--- config.mk ---
export PLATFORM = sky130hd
export DESIGN_NAME = scl_lock_readout
export DESIGN_NICKNAME = d
export VERILOG_FILES = /design/src/scl_pkg.sv /design/src/scl_bitrev.sv /design/src/scl_lock_readout.sv
export VERILOG_INCLUDE_DIRS = /design/src
export SDC_FILE = /design/constraint.sdc
export NUM_CORES = 1
export LEC_CHECK = 0
export BUFFER_PORTS_ARGS = -buffer_cell sky130_fd_sc_hd__buf_2
export CAP_MARGIN = 20
export CORE_MARGIN = 1
export CORE_UTILIZATION = 52
export CTS_CLUSTER_SIZE = 30
export DETAILED_ROUTE_END_ITERATION = 8
export GPL_ROUTABILITY_DRIVEN = 0
export GPL_TIMING_DRIVEN = 0
export MAX_ROUTING_LAYER = met4
export PLACE_DENSITY = 0.91
export SYNTH_ARGS = -nofsm -noshare
export SYNTH_HDL_FRONTEND = slang
export SYNTH_SLANG_ARGS = --single-unit
export TNS_END_PERCENT = 20
--- constraint.sdc ---
create_clock -name clock_in -period 3.2 [get_ports clock_in]
set_input_delay 0.8 -clock clock_in [delete_from_list [all_inputs] [get_ports clock_in]]
set_output_delay 0.8 -clock clock_in [all_outputs]
set_load 0.01 [all_outputs]
--- src/scl_regs.svh ---
`ifndef SCL_REGS_SVH
`define SCL_REGS_SVH
// register selectors on the decoded telegram command port
`define SCL_SEL_FREEZE 4'h1
`define SCL_SEL_FIELD 4'h2
`define SCL_SEL_OFFSET 4'h3
`define SCL_SEL_FORMAT 4'h4
`define SCL_SEL_GP 4'h5
// field layout and widths
`define SCL_FIELD_W 14
`define SCL_DATA_W 16
`define SCL_FMT_W 3
// output format code for plain analog output
`define SCL_FMT_ANALOG 3'h0
// reset values
`define SCL_FREEZE_RST 1'h0
`define SCL_DATA_RST 16'h0000
`define SCL_FMT_RST 3'h0
`endif

--- src/scl_pkg.sv ---
package scl_pkg;
   // one decoded programming telegram
   typedef struct packed {
      logic wr;
      logic rd;
      logic [3:0] sel;
      logic [15:0] data;
   } scl_cmd_s;
   // lock life cycle
   typedef enum logic [2:0] {
      SCL_OPEN = 3'h1,
      SCL_ARMED = 3'h2,
      SCL_FROZEN = 3'h4
   } scl_lock_e;
endpackage

--- src/scl_bitrev.sv ---
`include "scl_regs.svh"
// mirrors the field word, lsb becomes msb
module scl_bitrev
   import scl_pkg::*;
(
   input wire logic [`SCL_FIELD_W-1:0] val_in,
   output logic [`SCL_FIELD_W-1:0] rev_out
);
   always_comb begin
      for (int i = 0; i < `SCL_FIELD_W; i++) begin
         rev_out[i] = val_in[`SCL_FIELD_W-1-i];
      end
   end
endmodule // scl_bitrev

--- src/scl_lock_readout.sv ---
`include "scl_regs.svh"
module scl_lock_readout
   import scl_pkg::*;
(
   input wire logic clock_in,
   input wire logic rst_n_in, // power-on reset: one power cycle
   input wire scl_cmd_s cmd_in, // decoded supply telegram
   input wire logic [`SCL_FIELD_W-1:0] field_in, // processed field value
   input wire logic nv_freeze_in, // stored lock bit from non-volatile memory
   output logic rd_valid_out, // answer strobe for a read
   output logic [`SCL_DATA_W-1:0] rd_data_out, // answer word
   output logic freeze_store_out, // lock bit to persist
   output logic frozen_out, // settings frozen
   output logic [`SCL_DATA_W-1:0] offset_out, // zero-field offset setting
   output logic [`SCL_FMT_W-1:0] fmt_out, // output format select
   output logic [`SCL_DATA_W-1:0] gp_out // general purpose store
);
   scl_lock_e lock_reg, lock_next; // lock life cycle state
   logic boot_reg, boot_next; // high in first cycle after power-up
   logic store_reg, store_next; // persisted lock bit image
   logic [`SCL_DATA_W-1:0] offset_reg, offset_next;
   logic [`SCL_FMT_W-1:0] fmt_reg, fmt_next;
   logic [`SCL_DATA_W-1:0] gp_reg, gp_next;
   logic vld_reg, vld_next;
   logic [`SCL_DATA_W-1:0] rdd_reg, rdd_next;
   logic [`SCL_FIELD_W-1:0] field_rev; // mirrored field value
   logic accept; // telegrams honoured

   scl_bitrev u_rev (
      .val_in(field_in),
      .rev_out(field_rev)
   );

   // a frozen device listens to nothing on the supply line
   assign accept = (lock_reg != SCL_FROZEN);

   // lock state: the stored bit only bites at the first cycle after power-up,
   // so a freshly written lock leaves programming alive until a power cycle
   always_comb begin
      lock_next = lock_reg;
      boot_next = 1'b0;
      store_next = store_reg | nv_freeze_in; // never cleared except by reset
      unique case (lock_reg)
         SCL_OPEN: begin
            if (boot_reg && nv_freeze_in) begin
               lock_next = SCL_FROZEN;
            end else if (cmd_in.wr && cmd_in.sel == `SCL_SEL_FREEZE && cmd_in.data[0]) begin
               lock_next = SCL_ARMED; // write-one-to-set
               store_next = 1'b1;
            end
         end
         SCL_ARMED: begin
            lock_next = SCL_ARMED; // still programmable until power cycle
         end
         SCL_FROZEN: begin
            lock_next = SCL_FROZEN;
         end
      endcase
   end

   always_ff @(posedge clock_in) begin
      if (!rst_n_in) begin
         lock_reg <= SCL_OPEN;
         boot_reg <= 1'b1;
         store_reg <= `SCL_FREEZE_RST;
      end else begin
         lock_reg <= lock_next;
         boot_reg <= boot_next;
         store_reg <= store_next;
      end
   end

   // setting writes: repeatable while the lock is not effective
   always_comb begin
      offset_next = offset_reg;
      fmt_next = fmt_reg;
      gp_next = gp_reg;
      if (accept && cmd_in.wr) begin
         unique case (cmd_in.sel)
            `SCL_SEL_OFFSET: offset_next = cmd_in.data;
            `SCL_SEL_FORMAT: fmt_next = cmd_in.data[`SCL_FMT_W-1:0];
            `SCL_SEL_GP: gp_next = cmd_in.data;
            default: ; // other selectors are not held here
         endcase
      end
   end

   always_ff @(posedge clock_in) begin
      if (!rst_n_in) begin
         offset_reg <= `SCL_DATA_RST;
         fmt_reg <= `SCL_FMT_RST;
         gp_reg <= `SCL_DATA_RST;
      end else begin
         offset_reg <= offset_next;
         fmt_reg <= fmt_next;
         gp_reg <= gp_next;
      end
   end

   // read answers; unmapped selectors answer zero
   always_comb begin
      vld_next = 1'b0;
      rdd_next = `SCL_DATA_RST;
      if (accept && cmd_in.rd) begin
         vld_next = 1'b1;
         unique case (cmd_in.sel)
            `SCL_SEL_FIELD: begin
               if (fmt_reg == `SCL_FMT_ANALOG) begin
                  rdd_next = {2'h0, field_rev};
               end
            end
            `SCL_SEL_FREEZE: rdd_next = {15'h0000, store_reg};
            `SCL_SEL_OFFSET: rdd_next = offset_reg;
            `SCL_SEL_FORMAT: rdd_next = {13'h0000, fmt_reg};
            `SCL_SEL_GP: rdd_next = gp_reg;
            default: rdd_next = `SCL_DATA_RST;
         endcase
      end
   end

   always_ff @(posedge clock_in) begin
      if (!rst_n_in) begin
         vld_reg <= 1'b0;
         rdd_reg <= `SCL_DATA_RST;
      end else begin
         vld_reg <= vld_next;
         rdd_reg <= rdd_next;
      end
   end

   // outputs come straight from flip-flops
   always_ff @(posedge clock_in) begin
      if (!rst_n_in) begin
         frozen_out <= 1'b0;
      end else begin
         frozen_out <= (lock_next == SCL_FROZEN);
      end
   end
   assign rd_valid_out = vld_reg;
   assign rd_data_out = rdd_reg;
   assign freeze_store_out = store_reg;
   assign offset_out = offset_reg;
   assign fmt_out = fmt_reg;
   assign gp_out = gp_reg;

   // checks: all gathered here at the end, after the logic they guard
   // reset aborts every assertion but not the covers, since a reset is one power cycle of the part
   AST_FROZEN_NO_READ: assert property (
      @(posedge clock_in) disable iff (!rst_n_in)
      lock_reg == SCL_FROZEN && cmd_in.rd |=> !rd_valid_out)
      else $error("read answered while frozen");
   AST_FROZEN_NO_WRITE: assert property (
      @(posedge clock_in) disable iff (!rst_n_in)
      lock_reg == SCL_FROZEN |=> $stable(offset_out) && $stable(fmt_out))
      else $error("setting changed while frozen");
   AST_STORE_STICKY: assert property (
      @(posedge clock_in) disable iff (!rst_n_in)
      freeze_store_out |=> freeze_store_out)
      else $error("lock bit cleared");
   AST_ARMED_STILL_OPEN: assert property (
      @(posedge clock_in) disable iff (!rst_n_in)
      lock_reg == SCL_ARMED && cmd_in.wr && cmd_in.sel == `SCL_SEL_OFFSET
      |=> offset_out == $past(cmd_in.data))
      else $error("write lost before power cycle");
   AST_NOT_ANALOG_ZERO: assert property (
      @(posedge clock_in) disable iff (!rst_n_in)
      accept && cmd_in.rd && cmd_in.sel == `SCL_SEL_FIELD && fmt_reg != `SCL_FMT_ANALOG
      |=> rd_valid_out && rd_data_out == 16'h0000)
      else $error("field nonzero outside analog format");
   AST_FIELD_REVERSED: assert property (
      @(posedge clock_in) disable iff (!rst_n_in)
      accept && cmd_in.rd && cmd_in.sel == `SCL_SEL_FIELD && fmt_reg == `SCL_FMT_ANALOG
      |=> rd_data_out[13] == $past(field_in[0]) && rd_data_out[0] == $past(field_in[13]))
      else $error("field readout not mirrored");
   AST_LOCK_NEEDS_CYCLE: assert property (
      @(posedge clock_in) disable iff (!rst_n_in)
      lock_reg == SCL_ARMED |=> lock_reg == SCL_ARMED)
      else $error("lock took effect without power cycle");
   AST_REWRITE: assert property (
      @(posedge clock_in) disable iff (!rst_n_in)
      accept && cmd_in.wr && cmd_in.sel == `SCL_SEL_GP |=> gp_out == $past(cmd_in.data))
      else $error("repeat write refused");
   // a stored lock seen in the boot cycle must freeze at once
   AST_BOOT_FREEZES: assert property (
      @(posedge clock_in) disable iff (!rst_n_in)
      lock_reg == SCL_OPEN && boot_reg && nv_freeze_in
      |=> lock_reg == SCL_FROZEN && frozen_out)
      else $error("stored lock ignored at boot");
   AST_GP_FROZEN: assert property (
      @(posedge clock_in) disable iff (!rst_n_in)
      lock_reg == SCL_FROZEN |=> $stable(gp_out))
      else $error("store changed while frozen");
   AST_FROZEN_STAYS: assert property (
      @(posedge clock_in) disable iff (!rst_n_in)
      lock_reg == SCL_FROZEN |=> lock_reg == SCL_FROZEN)
      else $error("frozen state left");
   // a lock write in an open part arms and persists the bit
   AST_FREEZE_ARMS: assert property (
      @(posedge clock_in) disable iff (!rst_n_in)
      lock_reg == SCL_OPEN && !(boot_reg && nv_freeze_in) && cmd_in.wr
      && cmd_in.sel == `SCL_SEL_FREEZE && cmd_in.data[0]
      |=> freeze_store_out && lock_reg == SCL_ARMED)
      else $error("lock write not armed");
   COV_ARM: cover property (@(posedge clock_in) lock_reg == SCL_ARMED);
   COV_NOT_ANALOG_READ: cover property (@(posedge clock_in) rd_valid_out && fmt_out != 3'h0);
   COV_FROZEN: cover property (@(posedge clock_in) frozen_out);
   COV_FIELD_READ: cover property (@(posedge clock_in) rd_valid_out && rd_data_out != 16'h0000);
endmodule // scl_lock_readout

-- Word-level counts from Yosys, hierarchy flattened
Cells that the tools add are included.
- logic and storage cells: 40
- input port bits: 39
- flip-flop bits (word level): 58
- equal/unequal tests: 10
- reductions and logical operators: 10
- bitwise logic cells: 1
- mux-type cells: 10
- operator list (cell ; count):
    $pmux 16 s5 ; 1
    $mux 14 ; 1
    $pmux 3 s3 ; 1
    $eq 4x2->1 const B ; 2
    $eq 4x3->1 const B ; 2
    $reduce_and 2->1 ; 4
    $eq 3x3->1 const B ; 2
    $mux 3 ; 2
    $logic_and 1x1->1 ; 5
    $mux 1 ; 5
    $eq 4x1->1 const B ; 1
    $eq 3x1->1 const B ; 1
    $eq 3x2->1 const B ; 1
    $logic_not 3->1 ; 1
    $ne 3x3->1 const B ; 1
    $or 1x1->1 ; 1

-- Longest topological paths before layout
Gate-level depths: netlist (run 1).
- depth in word-level cells: 7
- gate-level depth with buffers: 6
- depth with buffers taken out: 3

-- By module
From an unflattened synthesis (run 1), not the netlist that was laid out.
- cells, all modules: 260
- area, all modules: 2528.7 µm²
- modules (own cells, without submodules) (module ; area each (µm²) ; cells an instance ; instances):
    scl_lock_readout ; 2423.6 ; 246 ; 1
    scl_bitrev ; 105.1 ; 14 ; 1

-- Worst setup path after synthesis (run 1)
No wires, ideal clock.
- path type: input-to-reg
- start: in cmd_in[16] (netlist name)
- end: reg offset_reg[10] (netlist: offset_out[10])
- slack: 1.370 ns
- data arrival time: 1.711 ns
- setup time: 0.119 ns
- stages on the path: 6
- path through: buf_2 and4bb_1 buf_4 nand3_4 buf_8 mux2i_1
- cells in the longest elaborated chain, start to end: 2
- RTL lines (what ; line ; source):
    start, declared ; scl_lock_readout.sv:7 ; input wire scl_cmd_s cmd_in,
    $eq 4x2->1 ; scl_lock_readout.sv:79 ; unique case (cmd_in.sel)
    $reduce_and 2->1 (no source line) ; - ;
    end signal, assigned ; scl_lock_readout.sv:90 ; offset_reg <= `SCL_DATA_RST;
    end signal, assigned ; scl_lock_readout.sv:94 ; offset_reg <= offset_next;
    end, declared ; scl_lock_readout.sv:21 ; logic [`SCL_DATA_W-1:0] offset_reg, offset_next;
No other way between the ends.
A chain may end at the register's enable or synchronous reset.

-- Worst setup path after layout (run 1)
- start: in cmd_in[19] (netlist name)
- end: reg rdd_reg[0] (netlist: rd_data_out[0])
- cells in the longest elaborated chain, start to end: 2
- elaborated cells on any way between the ends: 6
- those cells by class: 5 x eq/ne; 1 x mux
- RTL lines (what ; line ; source):
    $eq 4x3->1, or another cell as far along ; scl_lock_readout.sv:106 ; unique case (cmd_in.sel)
    $pmux 16 s5 * ; scl_lock_readout.sv:106 ;
    end signal, assigned ; scl_lock_readout.sv:124 ; rdd_reg <= `SCL_DATA_RST;
    end signal, assigned ; scl_lock_readout.sv:127 ; rdd_reg <= rdd_next;
    end, declared ; scl_lock_readout.sv:25 ; logic [`SCL_DATA_W-1:0] rdd_reg, rdd_next;
Every way passes the cells marked *; elsewhere a longest branch is shown, timed or not.

==> flow_metrics.tcl, run 1 <==
set metrics [dict create \
    placement_rows 24 \
    postRouteAntennaNets 0 \
    clock-skew-final_ps 5.86 \
    critical-path-top-cell-by-count "buf_2" \
    core_region_area_um2 4470 \
    global_route.peak_usage_layer "met2" \
    postSynth.topFlopCell "dfxtp_1" \
    via_per_inst 5.62 \
    end_kind "register" \
    drt_first_pass_iters 8 \
    clkLatencyLatePin_ps 330 \
    hold_viol 0 \
    clock_tree.buffer_depth 2 \
    fillCellCount 347 \
    drc_errors 5 \
    numPortBuffers 89 \
    synthArstFlopShare_pct 0 \
    floorplan.die.height_um 71.0 \
    gr-usage-met3_pct 5.98 \
    synth.ff_latch_count 58 \
    routed_wire_length_per_instance_um 15.8 \
    status "complete, but fails checks" \
    synthesized_netlist_net_count 287 \
    detailed_place_hpwl_um 4660 \
    synth_area_um2 2470 \
    postCtsSetupRepairBufs 0 \
    violations_in_the_final_reports "design-rule violations" \
    synth.largest_area_cell "dfxtp_1" \
    number_of_global_route_vias_before_repair 2153 \
    nNetsFinal 387 \
    irDropWorstVdd_uv 298 \
    netlist_instances 248 \
    cts_tree "yes" \
    cap_viol_max_count 0 \
    initial_standard_cell_utilization_of_the_core_pct 55.3 \
    synth-warning-count 0 \
    leakagePower_nw 1.58 \
    worst_setup_path_start_kind "primary input" \
    crit_path_max_fanout 10 \
    number_of_unique_standard_cell_types_used_by_synthesis 38 \
    cp_data_required_time_ps 3430 \
    cellPowerDensity_nw_per_um2 457 \
    cts_root_buffer "clkbuf_8" \
    post-route-min-period_ps 1760 \
    grt_max_degree 11 \
    clkSlewWorstSetupHoldPaths_ps 60 \
    critical_path.top_delay_family "compound AO/OA/AOI/OAI gates" \
    syn_area_per_cell_um2 9.97 \
    synth.area.top_cells "dfxtp_1, mux2i_1, nand2_1" \
    h-tree-depth 3 \
    post-route-util_pct 70.2 \
    placedInstanceArea_um2 2980 \
    fmaxAchievable_mhz 568 \
    post-synth-top-area-fraction_pct 46.9 \
    worst_ep_arrival_time_ps 2000 \
    setup_viol 0 \
    design_area_um2 3140 \
    drt_iter0_drc 183 \
    rsz_0062_raised_after_global_routing "false" \
    ioPinCount 93 \
    cts.sinks 58 \
    ctsResizeCount 0 \
    detailroute.via_count 2259 \
    wire_length_of_the_first_global_routing_pass_um 10200 \
    synthTopCellsByCount "dfxtp_1, nand2_1, mux2i_1" \
    final_min_period_over_clock_period_pct 55.1 \
    worst_hold_path_type "reg -> reg" \
    synth_most_common_cell "dfxtp_1" \
    gr-usage-met1_pct 33.2 \
    hold_buffers 0 \
    cts_inserted_buffers 9 \
    area_delta_synth_final_pct 27.1 \
    worst-path-buf-inv 2 \
    antenna_cells_inserted 0 \
    timing_worst_setup_path_type "in -> reg" \
    synth_enable_flop_cells 0 \
    critical-path-max-stage-delay_ps 440 \
    maxSlewViolCount 0 \
    drive_above_1_share_pct 36.0 \
    die_area_um2 5040 \
    die_width_um 71.0 \
    worst_pin_slew_ps 536 \
    cp_slowest_cell "nor3b_1" \
    grt_antenna_before_repair 0 \
    drt-total-wl_um 6350 \
    sequential_element_share_of_the_synthesized_area_pct 46.9 \
    slew_headroom_pct 64.2 \
    use_met2_pct 44.1 \
    holdWs_ps 475 \
    setup_total_negative_slack_ps 0 \
    timing.critical_path.cells "buf_2, buf_2, nor3b_1, a22oi_1, a211oi_1" \
    total_global_route_track_usage_pct 27.6 \
    grt-ovfl-total 0 \
]
[worst register-to-register path, cell delays in order, from the launching register on]
cell	delay (ps)
dfxtp_1	380
or3b_1	350
buf_2	180
nand3_4	170
buf_8	180
mux2i_1	230
[final timing paths]
kind	endpoint	startpoint	cells past startpoint	slack, ps
hold / removal	gp_out[2]$_SDFFE_PN0P_	gp_out[2]$_SDFFE_PN0P_	2	480
hold reg to reg	gp_out[2]$_SDFFE_PN0P_	gp_out[2]$_SDFFE_PN0P_	2	480
setup / recovery	rd_data_out[0]$_SDFF_PN0_	cmd_in[19]	5	1440
setup reg to reg	gp_out[1]$_SDFFE_PN0P_	lock_reg[2]$_SDFF_PN0_	5	1620
[layer usage]
metal	routed length (um)	up-vias	share of wire, %
li1	-	1089	-
met1	2700	1056	42
met2	3070	98	48
met3	432	16	6.8
met4	155	0	2.4
met5	0	-	0
[stage by stage]
stage | total power [mW] | setup WS [ps] | cells
after global placement | 0.877 | 1130 | 389
after floorplan | 0.829 | 1370 | 248
after detailed placement | 0.880 | 1130 | 389
after global routing | 1.48 | 1320 | 402
after CTS | 1.44 | 1460 | 402
final | 1.44 | 1440 | 402
[area by class of cell]
| cell class | count | area [um2] | share of cell area, % |
|---|---|---|---|
| tap | 52 | 65.1 | 2.07 |
| sequential | 58 | 1160 | 36.9 |
| inverter | 1 | 3.75 | 0.119 |
| multi-input combinational | 170 | 1180 | 37.7 |
| buffer | 19 | 124 | 3.94 |
| clock buffer | 13 | 159 | 5.06 |
| timing repair buffer | 89 | 445 | 14.2 |
[report_power, final]
group / switching, mW / internal (mW)
registers: 0.00815 / 0.734
clock network: 0.260 / 0.311
logic: 0.0712 / 0.0527
total: 0.339 / 1.10
[cell usage in the layout (no fill, tap or decap), types with 2 or more instances in the layout]
| master | n |
|---|---|
| buf_2 | 95 |
| dfxtp_1 | 58 |
| nand2_1 | 55 |
| mux2i_1 | 35 |
| a22oi_1 | 16 |
| nand3_1 | 14 |
| a211oi_1 | 14 |
| clkbuf_8 | 11 |
| clkbuf_1 | 7 |
| buf_4 | 4 |
| mux2_2 | 4 |
| or3b_1 | 2 |
| nand3_4 | 2 |
| buf_8 | 2 |
| nor3_1 | 2 |
| nor2_1 | 2 |
| o21ai_0 | 2 |
| a21oi_1 | 2 |
| a31o_2 | 2 |
| nand4b_1 | 2 |
[cells by family after synthesis]
logic type	synth area share (%)
simple gates	20.3
flops	46.9
mux	16.0
compound gates	11.6
buf+inv	5.16
(Power assumes the default switching activity.)
==> run 2: changes to the inputs <==
--- a/config.mk
+++ b/config.mk
@@ -6,16 +6,17 @@
 export SDC_FILE = /design/constraint.sdc
 export NUM_CORES = 1
 export LEC_CHECK = 0
+export ABC_AREA = 1
 export BUFFER_PORTS_ARGS = -buffer_cell sky130_fd_sc_hd__buf_2
 export CAP_MARGIN = 20
 export CORE_MARGIN = 1
-export CORE_UTILIZATION = 52
+export CORE_UTILIZATION = 49
 export CTS_CLUSTER_SIZE = 30
 export DETAILED_ROUTE_END_ITERATION = 8
 export GPL_ROUTABILITY_DRIVEN = 0
 export GPL_TIMING_DRIVEN = 0
 export MAX_ROUTING_LAYER = met4
-export PLACE_DENSITY = 0.91
+export PLACE_DENSITY = 0.86
 export SYNTH_ARGS = -nofsm -noshare
 export SYNTH_HDL_FRONTEND = slang
 export SYNTH_SLANG_ARGS = --single-unit
==> constraint.sdc (replaced) <==
create_clock -name clock_in -period 1.85 [get_ports clock_in]
set_input_delay 0.4625 -clock clock_in [delete_from_list [all_inputs] [get_ports clock_in]]
set_output_delay 0.4625 -clock clock_in [all_outputs]
set_load 0.01 [all_outputs]
==> run 2 against run 1 <==
The flow now finishes without violations. Synthesized area up 3.8%. Synthesized cell count up 57%. Core utilization down 2.7 points. Routed wire length up 11%. Clock-buffer cell count down 1. First-iteration DRC count up 1.1%. Hold slack worse by 58 ps. Clock power up 98%. Largest power group unchanged. Register-to-register slack worse by 1200 ps.
==> flow_metrics.tcl, run 2 <==
set metrics [dict create \
    postCtsSetupRepairBufs 0 \
    cts_root_buffer "clkbuf_8" \
    drc_errors 0 \
    die_width_um 74.4 \
    post-route-min-period_ps 1430 \
    total_global_route_track_usage_pct 27.9 \
    nNetsFinal 532 \
    floorplan.die.height_um 74.4 \
    post-synth-top-area-fraction_pct 45.2 \
    cts_inserted_buffers 9 \
    clock-skew-final_ps 6.07 \
    global_route.peak_usage_layer "met2" \
    hold_viol 0 \
    cellPowerDensity_nw_per_um2 817 \
    cap_viol_max_count 0 \
    synth.ff_latch_count 58 \
    placement_rows 25 \
    worst_pin_slew_ps 533 \
    final.setup.worst_slack_ps 420 \
    worst_hold_path_type "in -> reg" \
    synth.area.top_cells "dfxtp_1, nor2_1, nand2_1" \
    fin_total_pwr_mw 2.69 \
    drt_first_pass_iters 5 \
    grt_antenna_before_repair 0 \
    via_per_inst 4.92 \
    leakagePower_nw 1.76 \
    number_of_unique_standard_cell_types_used_by_synthesis 17 \
    synth.largest_area_cell "dfxtp_1" \
    clkSlewWorstSetupHoldPaths_ps 60 \
    worst-r2r-cell-count 8 \
    timing_worst_setup_path_type "reg -> reg" \
    number_of_global_route_vias_before_repair 2507 \
    clock_tree.buffer_depth 2 \
    detailroute.via_count 2774 \
    die_area_um2 5530 \
    regToRegEndpoint "gp_out[8]$_SDFFE_PN0P_" \
    gr-usage-met3_pct 5.96 \
    syn_area_per_cell_um2 6.58 \
    maxSlewViolCount 0 \
    area_delta_synth_final_pct 28.4 \
    final_min_period_over_clock_period_pct 77.3 \
    drt_iter0_drc 185 \
    use_met2_pct 45.5 \
    ioPinCount 93 \
    gr-usage-met1_pct 32.5 \
    synthesized_netlist_net_count 429 \
    drt-total-wl_um 7060 \
    grt_max_degree 11 \
    crit_path_max_fanout 10 \
    irDropWorstVdd_uv 484 \
    worst_setup_path_start_kind "register" \
    cts_tree "yes" \
    antenna_cells_inserted 0 \
    setup_viol 0 \
    core_region_area_um2 4880 \
    synth_area_um2 2570 \
    status "finished, final reports clean" \
    drive_above_1_share_pct 25.6 \
    end_kind "register" \
    ctsResizeCount 0 \
    cp_data_required_time_ps 2080 \
    routed_wire_length_per_instance_um 12.5 \
    synthTopCellsByCount "nor2_1, nand2_1, dfxtp_1" \
    grt-ovfl-total 0 \
    postRouteAntennaNets 0 \
    wire_length_of_the_first_global_routing_pass_um 11100 \
    crit_start "lock_reg[1]$_SDFF_PN0_" \
    synth-warning-count 0 \
    synthArstFlopShare_pct 0 \
    h-tree-depth 3 \
    layout.cells.most_common "nor2_1" \
    detailed_place_hpwl_um 5190 \
    setup_total_negative_slack_ps 0 \
    worst_ep_arrival_time_ps 1660 \
    postSynth.topFlopCell "dfxtp_1" \
    netlist_instances 390 \
    slew_headroom_pct 64.5 \
    cts.sinks 58 \
    reg2reg_setup_slack_ps 420 \
    synth_most_common_cell "nor2_1" \
    initial_standard_cell_utilization_of_the_core_pct 52.6 \
    numPortBuffers 92 \
    critical_path.reg2reg.startpoint "lock_reg[1]$_SDFF_PN0_" \
    rsz_0062_raised_after_global_routing "false" \
    timing.critical_path.to "gp_out[8]$_SDFFE_PN0P_" \
    hold_buffers 0 \
    fmaxAchievable_mhz 699 \
    sequential_element_share_of_the_synthesized_area_pct 45.2 \
    clkLatencyLatePin_ps 340 \
    place_worst_setup_slack_ps 277 \
    most-common-layout-cells "nor2_1, nand2_1, buf_2" \
    synth_enable_flop_cells 0 \
]
## run 2: cell types whose count changed after synthesis, sizes merged, moves of 3 or more
cell / delta
nor2: +122
nand2: +52
mux2i: -35
inv: +28
nand3: +28
a22oi: -16
a211oi: -14
a21oi: +4
buf: +4
clkbuf: -4
mux2: -4
nand4b: -3
## run 2: logic make-up after synthesis
logic type / count (synthesis) / share of synthesized area [%]
buffers and inverters: 48 / 9.16
and+or+nand+nor: 277 / 44.2
AOI/OAI and AO/OA: 7 / 1.36
DFF: 58 / 45.2
## run 2: layout make-up
class	count	area, um2
fill	437	1580
multi-input combinational	284	1170
sequential	58	1160
timing repair buffer	92	460
clock buffer	12	145
buffer	19	126
inverter	29	109
tap	67	83.8
clock inverter	3	40.0
## run 2: worst max-delay path, stage by stage, from the launching register on
cell and delay (ps):
dfxtp_1 340, inv_1 80, nand3_1 160, nand2_2 160, nor2_4 200, buf_4 210
nand2_1 60, nand2_1 70, nor2_1 50
## run 2: worst min path at each step
stage	from	end	slack, ps	depth (start not counted)
after CTS	nv_freeze_in	freeze_store_out$_SDFF_PN0_	400	3
final	nv_freeze_in	freeze_store_out$_SDFF_PN0_	420	3
after global placement	lock_reg[0]$_SDFF_PN1_	lock_reg[0]$_SDFF_PN1_	460	2
after detailed placement	lock_reg[0]$_SDFF_PN1_	lock_reg[0]$_SDFF_PN1_	460	2
after floorplan	lock_reg[0]$_SDFF_PN1_	lock_reg[0]$_SDFF_PN1_	450	2
after global routing	nv_freeze_in	freeze_store_out$_SDFF_PN0_	440	3
## run 2: report_power, final
part	switching (mW)	internal, mW	total (mW)
Combinational	0.163	0.105	0.267
Clock	0.484	0.647	1.13
Sequential	0.0188	1.28	1.30
## run 2: routing by layer
metal | wire (um) | up-vias
met4 | 167 | 0
met5 | 0 | -
met3 | 642 | 15
met1 | 2800 | 1238
li1 | - | 1393
met2 | 3450 | 128
## run 2: stage by stage
stage | utilization, % | hold slack (ps) | std cells | instance area (um2)
floorplan | - | 445 | 390 | 2570
global route | 67.6 | 441 | 564 | 3300
detailed placement | 63.8 | 461 | 549 | 3110
global placement | 63.8 | 459 | 549 | 3110
CTS | 67.6 | 404 | 564 | 3300
finish | 67.6 | 417 | 564 | 3300
